File: src/rtl/ortr_consts.svh
`ifndef ORTR_CONSTS_SVH
`define ORTR_CONSTS_SVH

// ----------------------------------------
// Command code and register layout
// ----------------------------------------
`define ORTR_CMD_RISE 8'h61
`define ORTR_RISE_RESET 16'hca80
`define ORTR_EXP_MSB 15
`define ORTR_EXP_LSB 11
`define ORTR_MANT_MSB 10
`define ORTR_MANT_LSB 0

// ----------------------------------------
// Timing
// ----------------------------------------
`define ORTR_CLK_PERIOD_NS 4
`define ORTR_US_NS 1000
`define ORTR_CYC_PER_US (`ORTR_US_NS / `ORTR_CLK_PERIOD_NS)
`define ORTR_US_PER_MS 1000

`endif

File: src/rtl/ortr_pkg.sv
package ortr_pkg;

    typedef logic [15:0] ortr_word_t;

    typedef enum logic [1:0]
    {
        ORTR_IDLE = 2'b00,
        ORTR_CALC = 2'b01,
        ORTR_RAMP = 2'b11,
        ORTR_DONE = 2'b10
    } ortr_state_t;

endpackage

File: src/rtl/ortr_ramp_if.sv
`timescale 1ns/100ps

interface ortr_ramp_if;
    logic [15:0] riseWord;
    logic enable;
    logic startOk;
    logic [15:0] level;
    logic busy;
    logic done;

    modport gen
    (
        input riseWord,
        input enable,
        input startOk,
        output level,
        output busy,
        output done
    );

    modport ctrl
    (
        output riseWord,
        output enable,
        output startOk,
        input level,
        input busy,
        input done
    );
endinterface

File: src/rtl/ortr_ramp_gen.sv
`timescale 1ns/100ps
`include "ortr_consts.svh"

module ortr_ramp_gen
(
    input wire logic mclk,
    input wire logic reset,
    ortr_ramp_if.gen rp
);
    import ortr_pkg::*;

    localparam int PRE_W = $clog2(`ORTR_CYC_PER_US);

    ortr_state_t state_r, state_nxt;
    logic [31:0] totalUs_r, totalUs_nxt;
    logic [31:0] elapsed_r, elapsed_nxt;
    logic [31:0] step_r, step_nxt;
    logic [32:0] acc_r, acc_nxt;
    logic [32:0] rem_r, rem_nxt;
    logic [5:0] bitCnt_r, bitCnt_nxt;
    logic [PRE_W-1:0] pre_r, pre_nxt;
    logic [15:0] level_r, level_nxt;
    logic signed [4:0] expo;
    logic signed [10:0] mant;
    logic [35:0] scaled;
    logic [35:0] prod;
    logic [32:0] trial;
    logic go;
    logic tick;

    // ----------------------------------------
    // Linear word to microseconds
    // ----------------------------------------
    always_comb
    begin
        expo = rp.riseWord[`ORTR_EXP_MSB:`ORTR_EXP_LSB];
        mant = rp.riseWord[`ORTR_MANT_MSB:`ORTR_MANT_LSB];
        prod = 36'h0;
        // A negative mantissa is meaningless as a time and ramps in zero time.
        if (!mant[10])
        begin
            prod = 36'(mant) * 36'(`ORTR_US_PER_MS);
        end
        if (expo >= 0)
        begin
            scaled = prod << expo;
        end
        else
        begin
            scaled = prod >> (-expo);
        end
    end

    assign go = rp.enable && rp.startOk;
    assign tick = (pre_r == PRE_W'(`ORTR_CYC_PER_US - 1));

    // ----------------------------------------
    // Ramp sequencer
    // ----------------------------------------
    always_comb
    begin
        state_nxt = state_r;
        totalUs_nxt = totalUs_r;
        elapsed_nxt = elapsed_r;
        step_nxt = step_r;
        acc_nxt = acc_r;
        rem_nxt = rem_r;
        bitCnt_nxt = bitCnt_r;
        pre_nxt = pre_r;
        level_nxt = level_r;
        trial = {rem_r[31:0], 1'b1} - {1'b0, totalUs_r};
        case (state_r)
            ORTR_IDLE:
            begin
                level_nxt = 16'h0000;
                if (go)
                begin
                    // The setting is captured here so a write mid-ramp cannot bend the slope.
                    totalUs_nxt = (|scaled[35:32]) ? 32'hffffffff : scaled[31:0];
                    rem_nxt = 33'h0;
                    step_nxt = 32'h0;
                    bitCnt_nxt = 6'h00;
                    state_nxt = ORTR_CALC;
                end
            end
            ORTR_CALC:
            begin
                // Serial divide of all-ones by the rise time gives the per-microsecond step.
                if (totalUs_r == 32'h0)
                begin
                    level_nxt = 16'hffff;
                    state_nxt = ORTR_DONE;
                end
                else if (bitCnt_r == 6'd32)
                begin
                    acc_nxt = 33'h0;
                    elapsed_nxt = 32'h0;
                    pre_nxt = '0;
                    state_nxt = ORTR_RAMP;
                end
                else
                begin
                    bitCnt_nxt = bitCnt_r + 6'h01;
                    if (!trial[32])
                    begin
                        rem_nxt = trial;
                        step_nxt = {step_r[30:0], 1'b1};
                    end
                    else
                    begin
                        rem_nxt = {rem_r[31:0], 1'b1};
                        step_nxt = {step_r[30:0], 1'b0};
                    end
                end
            end
            ORTR_RAMP:
            begin
                pre_nxt = tick ? '0 : pre_r + PRE_W'(1);
                if (tick)
                begin
                    elapsed_nxt = elapsed_r + 32'h1;
                    acc_nxt = acc_r + {1'b0, step_r};
                    level_nxt = acc_nxt[31:16];
                    if (elapsed_nxt >= totalUs_r || acc_nxt[32])
                    begin
                        level_nxt = 16'hffff;
                        state_nxt = ORTR_DONE;
                    end
                end
            end
            ORTR_DONE:
            begin
                level_nxt = 16'hffff;
            end
            default:
            begin
                state_nxt = ORTR_IDLE;
            end
        endcase
        if (!rp.enable && state_r != ORTR_IDLE)
        begin
            level_nxt = 16'h0000;
            state_nxt = ORTR_IDLE;
        end
    end

    always_ff @(posedge mclk)
    begin
        if (reset)
        begin
            state_r <= ORTR_IDLE;
            totalUs_r <= 32'h0;
            elapsed_r <= 32'h0;
            step_r <= 32'h0;
            acc_r <= 33'h0;
            rem_r <= 33'h0;
            bitCnt_r <= 6'h00;
            pre_r <= '0;
            level_r <= 16'h0000;
        end
        else
        begin
            state_r <= state_nxt;
            totalUs_r <= totalUs_nxt;
            elapsed_r <= elapsed_nxt;
            step_r <= step_nxt;
            acc_r <= acc_nxt;
            rem_r <= rem_nxt;
            bitCnt_r <= bitCnt_nxt;
            pre_r <= pre_nxt;
            level_r <= level_nxt;
        end
    end

    assign rp.level = level_r;
    assign rp.busy = (state_r == ORTR_CALC) || (state_r == ORTR_RAMP);
    assign rp.done = (state_r == ORTR_DONE);

    // ----------------------------------------
    // Checks
    // ----------------------------------------
    property p_no_early_start;
        @(posedge mclk) disable iff (reset)
        (state_r == ORTR_IDLE && !go) |=> (state_r == ORTR_IDLE && level_r == 16'h0000);
    endproperty
    a_no_early_start: assert property (p_no_early_start) else $error("Ramp left idle without enable and wait done.");

    property p_ramp_end;
        @(posedge mclk) disable iff (reset)
        (state_r == ORTR_RAMP && tick && rp.enable && elapsed_r + 32'h1 == totalUs_r) |=> (rp.done && level_r == 16'hffff);
    endproperty
    a_ramp_end: assert property (p_ramp_end) else $error("Ramp did not finish at the programmed time.");

    property p_decode_default;
        @(posedge mclk) disable iff (reset)
        (state_r == ORTR_IDLE && go && rp.riseWord == 16'hca80) |=> (totalUs_r == 32'd5000);
    endproperty
    a_decode_default: assert property (p_decode_default) else $error("Default word did not decode to 5000 us.");

    c_ramp_done: cover property (@(posedge mclk) disable iff (reset) state_r == ORTR_RAMP ##1 state_r == ORTR_DONE);
    c_abort: cover property (@(posedge mclk) disable iff (reset) state_r == ORTR_RAMP ##1 state_r == ORTR_IDLE);
endmodule

File: src/rtl/ortr_top.sv
`timescale 1ns/100ps
`include "ortr_consts.svh"

// Behaviour
// - Each output ramps from zero to full over its rise time, starting only once enabled and the turn-on wait is over.
// - Every page has its own rise-time setting and a command touches only the selected page.
// - The setting travels as one 16-bit word in the signed exponent and mantissa format, in both directions.
// - The host may read and write the setting, but a write is refused while write protection is on.
// - After reset every setting holds ca80, which is 5 ms, and the unit is always milliseconds.
module ortr_top
#(
    parameter int NUM_PAGES = 2,
    parameter int PAGE_W = 1
)
(
    input wire logic mclk,
    input wire logic reset,
    input wire logic cmdValid,
    input wire logic cmdWrite,
    input wire logic [7:0] cmdCode,
    input wire logic [PAGE_W-1:0] cmdPage,
    input wire ortr_pkg::ortr_word_t cmdWrData,
    input wire logic writeProtect,
    input wire logic [NUM_PAGES-1:0] enablePin,
    input wire logic [NUM_PAGES-1:0] turnOnWaitDone,
    output logic cmdAck,
    output logic cmdRefused,
    output ortr_pkg::ortr_word_t cmdRdData,
    output logic [NUM_PAGES*16-1:0] regulatedOutputVoltage,
    output logic [NUM_PAGES-1:0] rampBusy,
    output logic [NUM_PAGES-1:0] rampDone
);
    import ortr_pkg::*;

    if (NUM_PAGES < 1 || NUM_PAGES > (1 << PAGE_W))
    begin : g_bad_pages
        $error("NUM_PAGES does not fit the page select width.");
    end

    ortr_word_t riseSet_r [NUM_PAGES];
    ortr_word_t riseSet_nxt [NUM_PAGES];
    ortr_word_t rdData_r, rdData_nxt;
    logic ack_r, ack_nxt;
    logic refused_r, refused_nxt;
    logic [NUM_PAGES-1:0] sync1_r, sync2_r, sync3_r, enLvl_r, enLvl_nxt;
    logic hit;
    logic pageOk;

    // ----------------------------------------
    // Enable pin synchronisers
    // ----------------------------------------
    always_comb
    begin
        // A change is taken only when the last two stages agree, which also rejects single glitches.
        for (int i = 0; i < NUM_PAGES; i++)
        begin
            enLvl_nxt[i] = (sync2_r[i] == sync3_r[i]) ? sync3_r[i] : enLvl_r[i];
        end
    end

    always_ff @(posedge mclk)
    begin
        if (reset)
        begin
            sync1_r <= '0;
            sync2_r <= '0;
            sync3_r <= '0;
            enLvl_r <= '0;
        end
        else
        begin
            sync1_r <= enablePin;
            sync2_r <= sync1_r;
            sync3_r <= sync2_r;
            enLvl_r <= enLvl_nxt;
        end
    end

    // ----------------------------------------
    // Rise-time setting per page
    // ----------------------------------------
    assign hit = cmdValid && (cmdCode == `ORTR_CMD_RISE);
    assign pageOk = (32'(cmdPage) < NUM_PAGES);

    always_comb
    begin
        riseSet_nxt = riseSet_r;
        rdData_nxt = rdData_r;
        ack_nxt = 1'b0;
        refused_nxt = 1'b0;
        if (hit)
        begin
            if (!pageOk || (cmdWrite && writeProtect))
            begin
                refused_nxt = 1'b1;
            end
            else
            begin
                ack_nxt = 1'b1;
                if (cmdWrite)
                begin
                    riseSet_nxt[cmdPage] = cmdWrData;
                end
                else
                begin
                    rdData_nxt = riseSet_r[cmdPage];
                end
            end
        end
    end

    always_ff @(posedge mclk)
    begin
        if (reset)
        begin
            for (int i = 0; i < NUM_PAGES; i++)
            begin
                riseSet_r[i] <= `ORTR_RISE_RESET;
            end
            rdData_r <= 16'h0000;
            ack_r <= 1'b0;
            refused_r <= 1'b0;
        end
        else
        begin
            riseSet_r <= riseSet_nxt;
            rdData_r <= rdData_nxt;
            ack_r <= ack_nxt;
            refused_r <= refused_nxt;
        end
    end

    assign cmdAck = ack_r;
    assign cmdRefused = refused_r;
    assign cmdRdData = rdData_r;

    // ----------------------------------------
    // Ramp generators
    // ----------------------------------------
    for (genvar p = 0; p < NUM_PAGES; p++)
    begin : g_page
        ortr_ramp_if rif();

        assign rif.riseWord = riseSet_r[p];
        assign rif.enable = enLvl_r[p];
        assign rif.startOk = turnOnWaitDone[p];
        assign regulatedOutputVoltage[p*16 +: 16] = rif.level;
        assign rampBusy[p] = rif.busy;
        assign rampDone[p] = rif.done;

        ortr_ramp_gen u_gen
        (
            .mclk(mclk),
            .reset(reset),
            .rp(rif.gen)
        );
    end

    // ----------------------------------------
    // Checks
    // ----------------------------------------
    property p_reset_value;
        @(posedge mclk) disable iff (reset)
        $past(reset) |-> (riseSet_r[0] == 16'hca80 && riseSet_r[NUM_PAGES-1] == 16'hca80);
    endproperty
    a_reset_value: assert property (p_reset_value) else $error("Setting not at ca80 after reset.");

    property p_protect;
        @(posedge mclk) disable iff (reset)
        (hit && cmdWrite && writeProtect) |=> (cmdRefused && !cmdAck && $stable(riseSet_r[0]));
    endproperty
    a_protect: assert property (p_protect) else $error("Protected write was not refused.");

    property p_write_page0;
        @(posedge mclk) disable iff (reset)
        (hit && cmdWrite && !writeProtect && cmdPage == '0) |=>
            (cmdAck && riseSet_r[0] == $past(cmdWrData) && $stable(riseSet_r[NUM_PAGES-1]) || NUM_PAGES == 1);
    endproperty
    a_write_page0: assert property (p_write_page0) else $error("Write did not land on the selected page only.");

    property p_read_back;
        @(posedge mclk) disable iff (reset)
        (hit && !cmdWrite && pageOk) |=> (cmdAck && cmdRdData == riseSet_r[$past(cmdPage)]);
    endproperty
    a_read_back: assert property (p_read_back) else $error("Read word differs from the page setting.");

    c_refused: cover property (@(posedge mclk) disable iff (reset) cmdRefused);
    c_read: cover property (@(posedge mclk) disable iff (reset) (hit && !cmdWrite) ##1 cmdAck);
endmodule

File: config.mk
export PLATFORM = sky130hd
export DESIGN_NAME = ortr_top
export DESIGN_NICKNAME = d
export VERILOG_FILES = /design/src/rtl/ortr_pkg.sv /design/src/rtl/ortr_ramp_if.sv /design/src/rtl/ortr_ramp_gen.sv /design/src/rtl/ortr_top.sv
export VERILOG_INCLUDE_DIRS = /design/src /design/src/rtl
export SDC_FILE = /design/constraint.sdc
export NUM_CORES = 2
export LEC_CHECK = 0
export ABC_AREA = 1
export CORE_MARGIN = 3
export CORE_UTILIZATION = 70
export DETAILED_ROUTE_END_ITERATION = 10
export DONT_BUFFER_PORTS = 1
export PLACE_DENSITY_LB_ADDON = 0.15
export SETUP_SLACK_MARGIN = 0.02
export SLEW_MARGIN = 20
export SYNTH_ARGS = -nofsm -noshare
export SYNTH_HDL_FRONTEND = slang
export SYNTH_SLANG_ARGS = --single-unit
File: constraint.sdc
create_clock -name mclk -period 14.1 [get_ports mclk]
set_clock_uncertainty 0.1 [all_clocks]
set_input_delay 0.705 -clock mclk [delete_from_list [all_inputs] [get_ports mclk]]
set_output_delay 0.705 -clock mclk [all_outputs]
set_load 0.02 [all_outputs]
== Yosys cells after proc, flatten, opt, wreduce, memory -nomap -nowiden ==
Cells that the tools add are included.

* Bits in latches: 0
* Memories kept: 0
* ROM bits: 0
* Output and inout bits: 54
* Bits in registers: 444
* RAM bits: 0
* Bits of input ports: 34
* Word-level logic and storage cells: 215

* Mux-type cells: 86
* Shift-type cells: 4
* Magnitude comparators: 6
* Reduce and logical (&&, ||, !) cells: 44
* Add/subtract/negate cells: 12
* Div/mod/pow operators: 0
* Bitwise logic cells: 4
* Equality and inequality tests: 29
* Multiply operators: 2

{| class="wikitable"
|+ Operators with widths
! cell !! count
|-
| two-way mux 32 bit || 22
|-
| one-hot mux 32 bit (2 select lines) || 6
|-
| two-way mux 33 bit || 6
|-
| two-way mux 16 bit || 10
|-
| two-way mux 36 bit || 4
|-
| one-hot mux 33 bit (2 select lines) || 2
|-
| one-hot mux 16 bit (4 select lines) || 2
|-
| << shifter 36 x 5 -> 36 bit || 2
|-
| right shift 36 x 5 -> 36 bit || 2
|-
| adder 33 x 32 -> 33 bit || 2
|-
| subtractor 33 x 32 -> 33 bit || 2
|-
| adder 32 x 1 -> 32 bit (second input constant) || 2
|-
| greater-or-equal comparator 32 bit || 2
|-
| logical NOT 32 bit || 2
|-
| two-way mux 8 bit || 6
|-
| multiplier 11 x 8 -> 19 bit (second input constant) || 2
|-
| two-way mux 6 bit || 6
|-
| bitwise mux 32 bit || 1
|-
| one-hot mux 8 bit (2 select lines) || 2
|-
| one-hot mux 6 bit (2 select lines) || 2
|-
| two-way mux 2 bit || 10
|-
| inequality test 2 x 1 -> 1 bit (second input constant) || 10
|-
| adder 8 x 1 -> 8 bit (second input constant) || 2
|-
| demux 16 bit (select 1 bit) || 1
|-
| 29 further kinds || 79
|}

== Depth between registers and ports, before layout ==
* Depth in word-level cells: 6
* Gate-level depth with buffers: 33

== Hierarchy ==
Synthesis repeated with hierarchy kept, for this count alone.

* Cell total of the unflattened synthesis: 6083
* Area total of the unflattened synthesis: 38552.0 sq um

{| class="wikitable"
|+ Modules (own cells, without submodules)
! module !! cells an instance !! area an instance (sq um) !! times used
|-
| ortr_ramp_gen at g_page[0].u_gen || 2856 || 18087.3 || 1
|-
| ortr_ramp_gen at g_page[1].u_gen || 2847 || 17899.7 || 1
|-
| ortr_top || 380 || 2565.0 || 1
|}

== Worst setup path before layout ==
OpenSTA, ideal clock, no wires.

* Kind: register to register
* Start point: register riseSet_r, in the netlist g_page[0].rif.riseWord[10]
* End point: register g_page[0].u_gen.totalUs_r[31]
* Period minus slack after synthesis: 5.376 ns
* Arrival time: 5.167 ns
* Data required time: 13.891 ns
* Stages on the path, launching flop included: 32
* Slack: 8.724 ns
* Library setup time: 0.109 ns
* Cell sequence: dfxtp_1 > inv_2 > buf_4 > buf_6 > buf_2 > fa_1 > fa_1 > inv_1 > fa_1 > inv_1 > fa_1 > inv_1 > ha_1 > nand2_2 > inv_2 > nand2_1 > nand2_1 > a21oi_1 > nand3_1 > nand3_4 > inv_2 > nand2_2 > nand2_1 > nand2_1 > nand3_1 > o21ai_2 > nand2_2 > nand2_4 > buf_6 > nand3_1 > nand2_1 > inv_1

* Cells in the longest elaborated chain, start to end: 6

{| class="wikitable"
|+ Ends and longest elaborated chain
! element !! line !! text
|-
| from (decl) || ortr_top.sv:40 || <nowiki>ortr_word_t riseSet_r [NUM_PAGES];</nowiki>
|-
| from (signal, indexed assignment) || ortr_top.sv:118 || <nowiki>riseSet_r[i] <= `ORTR_RISE_RESET;</nowiki>
|-
| from (signal assigned) || ortr_top.sv:126 || <nowiki>riseSet_r <= riseSet_nxt;</nowiki>
|-
| multiplier 11 x 8 -> 19 bit || ortr_ramp_gen.sv:42 || <nowiki>prod = 36'(mant) * 36'(`ORTR_US_PER_MS);</nowiki>
|-
| two-way mux 36 bit * || ortr_ramp_gen.sv:40 || <nowiki>if (!mant[10])</nowiki>
|-
| right shift 36 x 5 -> 36 bit or << shifter 36 x 5 -> 36 bit (tied branches) || ortr_ramp_gen.sv:50, ortr_ramp_gen.sv:46 ||
|-
| two-way mux 36 bit * || ortr_ramp_gen.sv:44 || <nowiki>if (expo >= 0)</nowiki>
|-
| OR reduction 4 bit || ortr_ramp_gen.sv:79 || <nowiki>totalUs_nxt = (|scaled[35:32]) ? 32'hffffffff : scaled[31:0];</nowiki>
|-
| two-way mux 32 bit * || ortr_ramp_gen.sv:79 ||
|-
| to (signal assigned) || ortr_ramp_gen.sv:164 || <nowiki>totalUs_r <= totalUs_nxt;</nowiki>
|-
| to (decl) || ortr_ramp_gen.sv:15 || <nowiki>logic [31:0] totalUs_r, totalUs_nxt;</nowiki>
|}

Mark *: on every way between the ends. The rest lies on a longest branch, timed or not.
A chain may end at the register's enable or synchronous reset.

== Final worst setup path ==
* Start point: register riseSet_r, in the netlist g_page[0].rif.riseWord[10]
* End point: register g_page[0].u_gen.totalUs_r[20]

Same word-level chain as after synthesis.

==> impl_metrics.csv <==
group,metric,value,unit
cts,clkLatencyLatePin,0.60,ns
routing,drtAntennaViolNets,0,
logic_synthesis,netlist_instances,5924,
placement,portBuffers,0,
floorplan,die_x,239,microns
sta,fin_crit_sh,0.449,
min_path,min_path_cells,1,
grt,grt_max_degree,211,
setup_path,cp_data_arrival_time,6.72,ns
sta,whs,0.0925,ns
placement,place_congestion,1.02,
sta,setup_violations,0,
setup_path,worstPathMaxFanout,33,
routing,wl_per_cell,17.0,microns
setup_path,crit_family,"adder cells",
setup_path,regToRegStartpoint,"g_page[0].rif.riseWord[10]",
outcome,status,"completed",
run,drv_cap,0,
cts,post_cts_buffers,0,
min_path,min_path_type,"primary input to register",
grt,antenna_found_initial,0,
floorplan,core,0.0531,sq mm
cts,cts_resized,0,
cts,clkTransAtPathRegs,0.06,ns
floorplan,floorplan.initialDensity,0.715,
grt,grt_pass1_wl,182000,microns
logic_synthesis,yosysUniqueCellTypes,67,
logic_synthesis,ys_seq_area_frac,0.234,
routing,route.detailed.drc,0,
finish,ff_latch_area,0.00889,sq mm
finish,n_antenna_cell,0,
setup_path,critPathBufInv,4,
finish,utilization,0.748,
setup_path,worstPathRequired,14.48,ns
routing,dr.pass1.iters,6,
setup_path,critPathMostFrequentCell,"nand3_1",
power_and_ir_drop,power.density,76.3,mW/mm^2
sta,fin_tns_setup,0,ns
cts,h-tree-depth,2,
routing,avgViaCountPerCell,6.06,
setup_path,crit_path_end_kind,"register",
sta,tightest_slew,1.07,ns
routing,drt_iter0_drc,4375,
cts,clock-root-buffer,"clkbuf_16",
cts,cts_inserted_buffers,48,
setup_path,cp_slowest_cell,"dfxtp_1",
grt,gr-total-overflow,0,
min_path,worstHoldStart,"writeProtect",
finish,drive_gt1_frac,0.0379,
floorplan,die_h,239,microns
floorplan,num_rows,84,
placement,dpl.hpwl,81600,microns
power_and_ir_drop,p_leak,19.4,nW
setup_path,critPathKind,"register to register",
logic_synthesis,syn_area,0.0380,sq mm
setup_path,r2r.worst_path.cells,26,
sta,max_slew_margin,0.285,
sta,maxSlewViolCount,0,
routing,vias,39367,
sta,rsz0062_at_grt,"false",
finish,fillers,4342,
floorplan,dieArea,0.0571,sq mm
setup_path,r2r_slack,7.76,ns
grt,grt_pass1_vias,36639,
power_and_ir_drop,power,3.03,mW
grt,grt.total_usage,0.378,
logic_synthesis,synth_top_flop_cell,"dfxtp_1",
logic_synthesis,synth_warnings,0,
placement,post-place-ws,7.83,ns
sta,worst_slack,7.76,ns
logic_synthesis,synth_nets,6349,
setup_path,r2r-end,"g_page[0].u_gen.totalUs_r[20]",
sta,max_freq,158,MHz
logic_synthesis,ys_seq_elements,444,
logic_synthesis,syn_area_per_cell,6.41,sq um
sta,min_period,6.34,ns
cts,clk_path_buf_depth,3,
min_path,whs_endpoint,"cmdAck",
cts,cts_sinks,444,
setup_path,critical_path_depth,26,
logic_synthesis,async_flop_share,0,
finish,multi_input_area,0.0248,sq mm
routing,drt-total-wl,110000,microns
power_and_ir_drop,worst_ir_drop_vdd,0.0937,mV
finish,area_growth,4.60,%
logic_synthesis,synth_edf_count,0,
setup_path,max_stage_delay,0.67,ns
cts,cts_tree,"yes",
floorplan,io_pins,88,
setup_path,startpoint_type,"register",
sta,finalHoldViolCount,0,
cts,cts.hold.buffers_added,0,
finish,fin_nets,6199,
how the worst max path moves through the flow:
stage,from,endpoint,slack (ns)
finish,g_page[0].rif.riseWord[10],g_page[0].u_gen.totalUs_r[20],7.76
global route,g_page[0].rif.riseWord[10],g_page[0].u_gen.totalUs_r[13],7.25
CTS,g_page[0].rif.riseWord[10],g_page[0].u_gen.totalUs_r[20],7.83
detailed placement,g_page[0].rif.riseWord[10],g_page[0].u_gen.totalUs_r[20],7.83
global placement,g_page[0].rif.riseWord[10],g_page[0].u_gen.totalUs_r[20],8.01
floorplan,g_page[0].rif.riseWord[10],g_page[0].u_gen.totalUs_r[31],8.72
stage by stage:
| stage | std cells | area, sq um |
|---|---|---|
| 2_1_floorplan | 5924 | 38000 |
| 3_3_place_gp | 6412 | 38000 |
| 3_5_place_dp | 6412 | 38000 |
| 4_1_cts | 6497 | 39700 |
| 5_1_grt | 6497 | 39700 |
| 6_report | 6497 | 39700 |
layer usage:
layer / vias to the layer above / GRT usage / wire length (microns)
li1: 19063 / - / -
met4: 0 / 0.110 / 3220
met3: 238 / 0.0585 / 10300
met5: - / 0 / 0
met1: 18198 / 0.533 / 48300
met2: 1868 / 0.603 / 48600
Yosys cell counts, drive strengths merged (4+ instances only):
cell type | n | area share
nand2 | 1635 | 0.16
inv | 861 | 0.085
a21oi | 576 | 0.076
nand3 | 487 | 0.066
dfxtp | 444 | 0.23
ha | 309 | 0.10
nor2 | 308 | 0.031
o21ai | 296 | 0.039
clkbuf | 125 | 0.012
buf | 106 | 0.016
xor2 | 99 | 0.023
nor3 | 94 | 0.013
fa | 82 | 0.043
o211ai | 81 | 0.016
nand4 | 73 | 0.012
xnor2 | 40 | 0.0092
or2 | 35 | 0.0058
o22ai | 33 | 0.0058
nor4 | 28 | 0.0049
a31oi | 27 | 0.0046
a21o | 25 | 0.0049
nand3b | 19 | 0.0038
o21a | 18 | 0.0036
o21bai | 16 | 0.0033
o211a | 15 | 0.0040
a22o | 13 | 0.0030
a21boi | 11 | 0.0022
clkinv | 10 | 0.00099
o221ai | 10 | 0.0023
and2 | 8 | 0.0013
a211oi | 7 | 0.0014
o31ai | 7 | 0.0016
a221oi | 5 | 0.0012
and3 | 4 | 0.00066
nor3b | 4 | 0.00079
cells in the final DEF, fill, tap and decap left out, types with 49 or more instances in the layout:
master / Yosys / routed
a21oi_1: 574 / 574
clkbuf_16: 0 / 49
dfxtp_1: 444 / 442
fa_1: 82 / 82
ha_1: 309 / 309
inv_1: 844 / 843
nand2_1: 1618 / 1615
nand3_1: 478 / 477
nand4_1: 73 / 73
nor2_1: 299 / 294
nor3_1: 89 / 89
o211ai_1: 81 / 81
o21ai_0: 280 / 280
xor2_1: 99 / 99
cells by family after synthesis:
logic type                 Yosys count  share of synthesized area
and+or+nand+nor                   2698                      0.303
DFF                                444                      0.234
AOI/OAI and AO/OA                 1149                      0.171
xor gates and xnor gates           139                     0.0321
buffers and inverters             1103                      0.115
adders and majority gates          391                      0.145
report_power, final:
| group | leakage [nW] | internal [mW] | total (mW) | switching (mW) |
|---|---|---|---|---|
| registers | 3.58 | 1.26 | 1.28 | 0.0123 |
| clock network | 0.832 | 0.815 | 1.36 | 0.543 |
| logic | 15.0 | 0.109 | 0.394 | 0.286 |
cell type report:
type	instances	share of cell area
Multi-Input combinational cell	4377	0.623
Sequential cell	444	0.224
Inverter	871	0.0823
Clock buffer	67	0.0348
Tap cell	688	0.0217
Clock inverter	18	0.00788
Timing Repair Buffer	32	0.00605
flip-flops by register name, indices dropped and copies added (netlist names), 4 cells and up:
name,count
g_page.rif.riseWord,32
g_page.u_gen.rp.level,32
g_page.u_gen.rem_r,64
g_page.u_gen.state_r,4
g_page.u_gen.elapsed_r,64
g_page.u_gen.step_r,64
g_page.u_gen.pre_r,16
g_page.u_gen.acc_r,66
g_page.u_gen.bitCnt_r,12
cmdRdData,16
g_page.u_gen.totalUs_r,64
No activity file was read; power rests on OpenSTA's default activity.
